**src/shared/lbwc_pkg.sv**
```systemverilog
// Shared constants and types for the LIN bus wake control block
package lbwc_pkg;

  // ***************************************************************
  // Clock and timing
  // ***************************************************************
  localparam int CLK_MHZ            = 250;
  // Original variant: wake on a low lasting at least this long
  localparam int ORIG_DEBOUNCE_US   = 20;
  // Revised variant: typical bus debounce time
  localparam int REV_DEBOUNCE_US    = 70;
  // Time spent in Ready before the mode decision is taken
  localparam int READY_DWELL_US     = 1;

  localparam int ORIG_DEBOUNCE_CYC  = ORIG_DEBOUNCE_US * CLK_MHZ;
  localparam int REV_DEBOUNCE_CYC   = REV_DEBOUNCE_US * CLK_MHZ;
  localparam int READY_DWELL_CYC    = READY_DWELL_US * CLK_MHZ;
  localparam int READY_CNT_W        = $clog2(READY_DWELL_CYC + 1);

  // ***************************************************************
  // Types
  // ***************************************************************
  typedef enum logic {
    LBWC_WAKE_LOW  = 1'b0,
    LBWC_WAKE_RISE = 1'b1
  } lbwc_variant_t;

  typedef enum logic [3:0] {
    LBWC_POWER_DOWN = 4'h1,
    LBWC_READY      = 4'h2,
    LBWC_TX_OFF     = 4'h4,
    LBWC_OPERATION  = 4'h8
  } lbwc_mode_t;

endpackage

```
**src/shared/lbwc_wake_if.sv**
```systemverilog
// Carrier between the mode controller and the wake detector
interface lbwc_wake_if;
  logic bus_rx;
  logic armed;
  logic wake;

  modport det (
    input  bus_rx,
    input  armed,
    output wake
  );

  modport ctl (
    output bus_rx,
    output armed,
    input  wake
  );
endinterface
```
**src/design/lbwc_top.sv**
```systemverilog
// Wake-up and mode control of a single-wire LIN transceiver
module lbwc_top #(
  parameter lbwc_pkg::lbwc_variant_t VARIANT     = lbwc_pkg::LBWC_WAKE_LOW,
  parameter bit                      FAULT_PINS  = 1'b0,
  parameter int                      ORIG_DB_CYC = lbwc_pkg::ORIG_DEBOUNCE_CYC,
  parameter int                      REV_DB_CYC  = lbwc_pkg::REV_DEBOUNCE_CYC
) (
  input  wire logic                 sys_clk,
  input  wire logic                 reset_n,
  input  wire logic                 bus_line_in,
  input  wire logic                 txd_in,
  input  wire logic                 txe_in,
  input  wire logic                 sleep_req,
  output logic                      regulator_enable_out,
  output logic                      bus_pullup_en,
  output logic                      rx_active,
  output logic                      tx_driver_en,
  output logic                      wake_event,
  output lbwc_pkg::lbwc_mode_t      mode
);
  import lbwc_pkg::*;

  localparam logic [READY_CNT_W-1:0] DWELL_LAST =
    READY_CNT_W'(READY_DWELL_CYC - 1);
  localparam logic [READY_CNT_W-1:0] DWELL_ONE  = READY_CNT_W'(1);
  // Debounce window per variant
  localparam int DB_CYC =
    (VARIANT == LBWC_WAKE_RISE) ? REV_DB_CYC : ORIG_DB_CYC;

  lbwc_wake_if wif ();

  lbwc_mode_t                 state_r;
  lbwc_mode_t                 state_nxt;
  logic [READY_CNT_W-1:0]     dwell_r;
  logic [READY_CNT_W-1:0]     dwell_nxt;
  logic                       reg_en_r;
  logic                       pullup_r;
  logic                       rx_act_r;
  logic                       tx_en_r;
  logic                       wake_evt_r;

  // ***************************************************************
  // Mode decode helpers
  // ***************************************************************
  // Every mode but power-down keeps the regulator and receiver alive
  function automatic logic mode_awake(input lbwc_mode_t m);
    return (m != LBWC_POWER_DOWN);
  endfunction

  // Only Operation may drive the bus or load it with the pull-up
  function automatic logic mode_drives(input lbwc_mode_t m);
    return (m == LBWC_OPERATION);
  endfunction

  // ***************************************************************
  // Wake detection
  // ***************************************************************
  assign wif.bus_rx = bus_line_in;
  // Detector only looks at the bus while powered down
  assign wif.armed  = ~mode_awake(state_r);

  lbwc_wake_det #(
    .VARIANT      (VARIANT),
    .DEBOUNCE_CYC (DB_CYC)
  ) u_wake_det (
    .sys_clk (sys_clk),
    .reset_n (reset_n),
    .wif     (wif.det)
  );

  // ***************************************************************
  // Hold-low sensing
  // ***************************************************************
  // Fault-reporting variant uses the transmit-enable pin, else TxD.
  // A host that follows the forced power-down sequence keeps this low
  // until it has seen real traffic, so the pull-up stays off.
  wire tx_hold = FAULT_PINS ? ~txe_in : ~txd_in;

  // Ready lingers a fixed time so the host can set its hold input first
  // The dwell count parks at its last value and clears outside Ready
  wire dwell_done = (dwell_r == DWELL_LAST);
  assign dwell_nxt = (state_r != LBWC_READY) ? '0 :
                     dwell_done               ? dwell_r :
                                                dwell_r + DWELL_ONE;

  // ***************************************************************
  // Mode sequencing
  // ***************************************************************
  always_comb begin
    state_nxt = state_r;
    case (state_r)
      LBWC_POWER_DOWN: begin
        if (wif.wake) begin
          state_nxt = LBWC_READY;
        end
      end
      LBWC_READY: begin
        // Sleep outranks the dwell decision
        if (sleep_req) begin
          state_nxt = LBWC_POWER_DOWN;
        end else if (dwell_done && tx_hold) begin
          state_nxt = LBWC_TX_OFF;
        end else if (dwell_done) begin
          state_nxt = LBWC_OPERATION;
        end
      end
      LBWC_TX_OFF: begin
        // The host releases its hold once it has seen real traffic
        if (sleep_req) begin
          state_nxt = LBWC_POWER_DOWN;
        end else if (!tx_hold) begin
          state_nxt = LBWC_OPERATION;
        end
      end
      LBWC_OPERATION: begin
        // No dominant timeout here: a bus stuck low keeps this mode
        if (sleep_req) begin
          state_nxt = LBWC_POWER_DOWN;
        end else if (FAULT_PINS && tx_hold) begin
          // Only the enable pin may stop the driver; TxD low is data
          state_nxt = LBWC_TX_OFF;
        end
      end
      default: begin
        // A corrupt code falls back to the lowest-current mode
        state_nxt = LBWC_POWER_DOWN;
      end
    endcase
  end

  // ***************************************************************
  // Output decode from the next mode
  // ***************************************************************
  // Decoding the next mode lets the outputs change on the same edge as
  // the mode, so the regulator rises one cycle after the wake pulse,
  // far inside either wake-to-enable limit.
  wire nxt_awake  = mode_awake(state_nxt);
  wire nxt_oper   = mode_drives(state_nxt);
  // A wake pulse only counts while the detector is still armed
  wire wake_taken = wif.wake & ~mode_awake(state_r);

  // ***************************************************************
  // Mode and dwell registers
  // ***************************************************************
  always_ff @(posedge sys_clk or negedge reset_n) begin
    if (!reset_n) begin
      state_r <= LBWC_POWER_DOWN;
    end else begin
      state_r <= state_nxt;
    end
  end

  always_ff @(posedge sys_clk or negedge reset_n) begin
    if (!reset_n) begin
      dwell_r <= '0;
    end else begin
      dwell_r <= dwell_nxt;
    end
  end

  // ***************************************************************
  // Registered outputs
  // ***************************************************************
  // Kept as flip-flops so the pins never glitch while the mode moves
  always_ff @(posedge sys_clk or negedge reset_n) begin
    if (!reset_n) begin
      reg_en_r <= 1'b0;
    end else begin
      reg_en_r <= nxt_awake;
    end
  end

  // Pull-up and driver follow Operation only; Tx-off leaves both off
  always_ff @(posedge sys_clk or negedge reset_n) begin
    if (!reset_n) begin
      pullup_r <= 1'b0;
    end else begin
      pullup_r <= nxt_oper;
    end
  end

  always_ff @(posedge sys_clk or negedge reset_n) begin
    if (!reset_n) begin
      rx_act_r <= 1'b0;
    end else begin
      rx_act_r <= nxt_awake;
    end
  end

  always_ff @(posedge sys_clk or negedge reset_n) begin
    if (!reset_n) begin
      tx_en_r <= 1'b0;
    end else begin
      tx_en_r <= nxt_oper;
    end
  end

  // One-cycle marker of the edge at which a wake was accepted
  always_ff @(posedge sys_clk or negedge reset_n) begin
    if (!reset_n) begin
      wake_evt_r <= 1'b0;
    end else begin
      wake_evt_r <= wake_taken;
    end
  end

  assign regulator_enable_out = reg_en_r;
  assign bus_pullup_en        = pullup_r;
  assign rx_active            = rx_act_r;
  assign tx_driver_en         = tx_en_r;
  assign wake_event           = wake_evt_r;
  assign mode                 = state_r;

endmodule

```
**src/design/lbwc_wake_det.sv**
```systemverilog
// Bus activity wake detector, one of two detection variants
module lbwc_wake_det
  import lbwc_pkg::*;
#(
  parameter lbwc_variant_t VARIANT      = LBWC_WAKE_LOW,
  parameter int            DEBOUNCE_CYC = ORIG_DEBOUNCE_CYC
) (
  input  wire logic sys_clk,
  input  wire logic reset_n,
  lbwc_wake_if.det  wif
);

  // The count runs one past the debounce time so that the revised
  // variant only qualifies a low strictly longer than that time
  localparam int CW = $clog2(DEBOUNCE_CYC + 2);
  localparam logic [CW-1:0] LIMIT     = CW'(DEBOUNCE_CYC + 1);
  localparam logic [CW-1:0] LIMIT_M1  = CW'(DEBOUNCE_CYC - 1);
  localparam logic [CW-1:0] ONE       = CW'(1);

  logic [CW-1:0] low_cnt_r;
  logic [CW-1:0] low_cnt_nxt;
  logic          wake_r;

  // ***************************************************************
  // Low-time qualification
  // ***************************************************************
  wire bus_low   = wif.armed & ~wif.bus_rx;
  wire qualified = (low_cnt_r == LIMIT);
  // Saturating count keeps a long low from wrapping into a false short one
  assign low_cnt_nxt = ~bus_low  ? '0 :
                       qualified ? low_cnt_r :
                                   low_cnt_r + ONE;

  // Original: pulse the cycle the low becomes long enough
  wire wake_low  = bus_low & (low_cnt_r == LIMIT_M1);
  // Revised: pulse only on the rise that ends a qualified low
  wire wake_rise = wif.armed & wif.bus_rx & qualified;
  wire wake_sel  = (VARIANT == LBWC_WAKE_RISE) ? wake_rise : wake_low;

  always_ff @(posedge sys_clk or negedge reset_n) begin
    if (!reset_n) begin
      low_cnt_r <= '0;
      wake_r    <= 1'b0;
    end else begin
      low_cnt_r <= low_cnt_nxt;
      wake_r    <= wake_sel;
    end
  end

  assign wif.wake = wake_r;

endmodule

```
**config.mk**
```make
export PLATFORM = sky130hd
export DESIGN_NAME = lbwc_top
export DESIGN_NICKNAME = d
export VERILOG_FILES = /design/src/shared/lbwc_pkg.sv /design/src/shared/lbwc_wake_if.sv /design/src/design/lbwc_top.sv /design/src/design/lbwc_wake_det.sv
export SDC_FILE = /design/constraint.sdc
export NUM_CORES = 1
export LEC_CHECK = 0
export BUFFER_PORTS_ARGS = -buffer_cell sky130_fd_sc_hd__buf_2
export CELL_PAD_IN_SITES_DETAIL_PLACEMENT = 1
export CELL_PAD_IN_SITES_GLOBAL_PLACEMENT = 1
export CORE_ASPECT_RATIO = 0.8
export CORE_MARGIN = 10
export CORE_UTILIZATION = 41
export DETAILED_ROUTE_END_ITERATION = 7
export PLACE_DENSITY_LB_ADDON = 0.1
export SLEW_MARGIN = 0
export SYNTH_ARGS = -nofsm -noshare
export SYNTH_HDL_FRONTEND = slang
export SYNTH_SLANG_ARGS = --single-unit
```
**constraint.sdc**
```tcl
create_clock -name sys_clk -period 1.7 [get_ports sys_clk]
set_input_delay 0.17 -clock sys_clk [delete_from_list [all_inputs] [get_ports sys_clk]]
set_output_delay 0.17 -clock sys_clk [all_outputs]
set_load 0.005 [all_outputs]
```
==> results_dict.tcl <==
set metrics [dict create \
    antennaDiodeCount 0 \
    final_period_minus_worst_setup_slack_ps 1690 \
    grt_max_degree 30 \
    syn_avg_cell_area_um2 9.98 \
    num-nets-final 201 \
    die_area_um2 6640 \
    max_slew_headroom_pct 55.7 \
    sort_of_element_at_the_end_of_the_critical_path "flip-flop" \
    number_of_port_buffers 13 \
    post-route-period-util_pct 99.5 \
    power.share.sequential_pct 53.1 \
    post-route-util_pct 54.2 \
    grt_remaining_overflow 0 \
    path_max_fanout 4 \
    clkLatencyLatePin_ps 290 \
    place.detailed.instances 220 \
    gate_count_post_synth 155 \
    cap_viol_max_count 0 \
    max-clock-path-buffers 2 \
    skew_ps 7.28 \
    worstSetupStartpointType "flip-flop" \
    cts_tree "built" \
    placed_area_um2 1750 \
    hold_viol 0 \
    fin_hold_ws_ps 56.7 \
    ir_drop_mv 0.399 \
    met1_length_um 1940 \
    fillCellCount 402 \
    critPathMaxStageDelay_ps 580 \
    synthToLayoutAreaGrowth_pct 24.0 \
    hp_class "in -> reg" \
    highest_metal_layer_with_signal_wires "met4" \
    detail_route.drc_violations 0 \
    drv_slew 0 \
    clk_pin_slew_worst_paths_ps 70 \
    clock_power_share_pct 42.3 \
    grtUsageTotal_pct 13.3 \
    number_of_sinks_handled_by_clock_tree_synthesis 29 \
    cts_inserted_buffers 5 \
    vias 1416 \
    routed-wl-met2_um 2090 \
    mappedNetlistArea_um2 1550 \
    switching_share_pct 23.9 \
    p_int_w 0.00101 \
    wirelength_um 4340 \
    dpl_worst_slack_ps -30.9 \
    vias_per_cell 6.05 \
    ys_seq_area_share_pct 47.0 \
    power_switching_w 0.000317 \
    first_global_vias 1447 \
    worst-slew-pin-transition_ps 665 \
    firstDrtPassIters 4 \
    grt_first_pass_wirelength_um 6880 \
    pwr-share-comb_pct 4.6 \
    layout_commonest_cell "dfrtp_1" \
    ioPinCount 15 \
    critPathLaunch "u_wake_det.low_cnt_r[6]" \
    maxClockFrequency_ghz 0.591 \
    drtAntennaViolNets 0 \
    cellPowerDensity_nw_per_um2 692 \
    synth_unique_cells 40 \
    met3RoutedLength_um 252 \
    mostFrequentLayoutCells "dfrtp_1, buf_4, buf_2, a21oi_1, o21ai_0" \
    dp.final_hpwl_um 2920 \
    worstPathRequired_ps 1910 \
    layoutNonFillerInstCount 234 \
    placeable_core_area_um2 3540 \
    grt_antenna_before_repair 0 \
    crit_type "reg -> reg" \
    post_drt_wl_per_cell_um 18.5 \
    finalInstanceArea_um2 1920 \
    worst_hold_startpoint "txd_in" \
    cp_data_arrival_time_ps 1900 \
    die_width_um 88.7 \
    final.setup.worst_slack_ps 8.76 \
    clock_tree.htree_level_count 2 \
    rsz0062_at_grt "true" \
    crit_path_cell_trace "or4b_4, nor4_2, buf_4, mux2i_1" \
    outcome "finished, final reports clean" \
    postSynthRegisterBits 29 \
    synthesis.nets 165 \
    regToRegStartpoint "u_wake_det.low_cnt_r[6]" \
    fp-row-count 19 \
    root_buffer "clkbuf_8" \
    drive_gt1_share_pct 27.1 \
    place.gp.congestion 0.785 \
    initial_utilization_pct 43.7 \
    synth.yosys.warnings 0 \
    power_leakage_nw 0.800 \
    dieHeight_um 74.9 \
    slowest_stage "or4b_4" \
    setup-violations-final 0 \
    initialDrtViolationCount 64 \
]
[logic make-up after synthesis]
group           after synthesis  share of synthesized area, %
flops                        29                          47.0
compound gates               40                          16.8
xor+xnor                      5                          2.83
simple gates                 66                          26.1
fa+ha+maj                     4                          3.24
buf+inv                      10                          3.40
mux                           1                         0.647
[final timing paths]
path / endpoint / slack (ps) / cells after the start
setup / recovery: u_wake_det.low_cnt_r[0] / 9 / 4
hold / removal: mode[2] / 60 / 2
setup reg to reg: u_wake_det.low_cnt_r[0] / 9 / 4
hold reg to reg: wake_event / 500 / 2
max in group asynchronous: mode[2] / 780 / 2
min in group asynchronous: u_wake_det.low_cnt_r[12] / 450 / 2
[stage by stage]
stage,setup TNS [ps],total power [W]
after floorplan,-33.5,0.000739
after global placement,0,0.000768
after detailed placement,-34.3,0.000773
after CTS,0,0.00133
after global routing,-64.0,0.00138
final,0,0.00133
[Yosys cell counts (all sizes together)]
master	n	area [um^2]
dfrtp	28	701
or4	5	37.5
a221oi	2	23.8
o21a	2	15.0
nor4b	1	8.76
nor2b	1	6.26
a221o	1	10.0
nand2b	4	25.0
nand3b	7	52.6
a22oi	2	15.0
or3b	1	8.76
mux2i	1	10.0
dfstp	1	26.3
nand4	3	18.8
and2	1	6.26
ha	4	50.1
o41a	1	11.3
o22ai	1	6.26
or3	9	56.3
or4b	2	20.0
inv	5	18.8
nand3	8	40.0
a21oi	12	60.1
o41ai	1	8.76
and3b	2	17.5
xor2	5	43.8
clkbuf	2	7.51
o31ai	5	37.5
o211ai	1	7.51
o21ai	10	50.1
nor3	2	10.0
buf	3	26.3
nor2	8	30.0
nand2	7	26.3
and2b	1	8.76
a211oi	2	15.0
or4bb	1	11.3
nor4	3	18.8
[layout make-up]
| type | count | area (um^2) | area share, % |
|---|---|---|---|
| flip-flops and latches | 29 | 728 | 38.0 |
| clock buffers | 8 | 80.1 | 4.17 |
| multi-input cells | 116 | 813 | 42.4 |
| repair buffers | 34 | 225 | 11.7 |
| inverters | 5 | 18.8 | 0.978 |
| well taps | 42 | 52.6 | 2.74 |
[worst max-delay path: cells and delay by family (launching register included)]
kind | cells | cell delay (ps)
buffers and inverters | 1 | 190
and+or+nand+nor | 2 | 880
muxes | 1 | 170
DFF | 1 | 390
[power by group through the flow]
stage	registers (W)	clock network [W]	logic [W]
finish	0.000704	0.000561	0.0000609
global route	0.000704	0.000607	0.0000677
CTS	0.000704	0.000568	0.0000592
detailed placement	0.000716	0	0.0000569
global placement	0.000715	0	0.0000529
floorplan	0.000714	0	0.0000254
[state kept, by name (all words and copies together), names as in the netlist]
| name | cells |
|---|---|
| dwell_r | 8 |
| tx_driver_en | 1 |
| mode | 4 |
| rx_active | 1 |
| u_wake_det.low_cnt_r | 13 |
| wake_event | 1 |
| u_wake_det.wif.wake | 1 |
[routing by layer]
| layer | vias up | global-route usage (%) |
|---|---|---|
| met5 | - | 0 |
| met4 | 0 | 6.08 |
| met3 | 5 | 4.10 |
| met2 | 34 | 20.7 |
| met1 | 720 | 16.7 |
| li1 | 657 | - |
[what timing repair did]
action / 4_1_cts / 5_1_grt
buffers inserted: 0 / 5
endpoints found under the setup margin: 2 / 7
endpoints found under the hold margin: 28 / 0
gates resized for setup: 1 / 7
pin swaps: 0 / 1
hold buffers: 1 / 0
No activity file was read; power rests on OpenSTA's default activity.
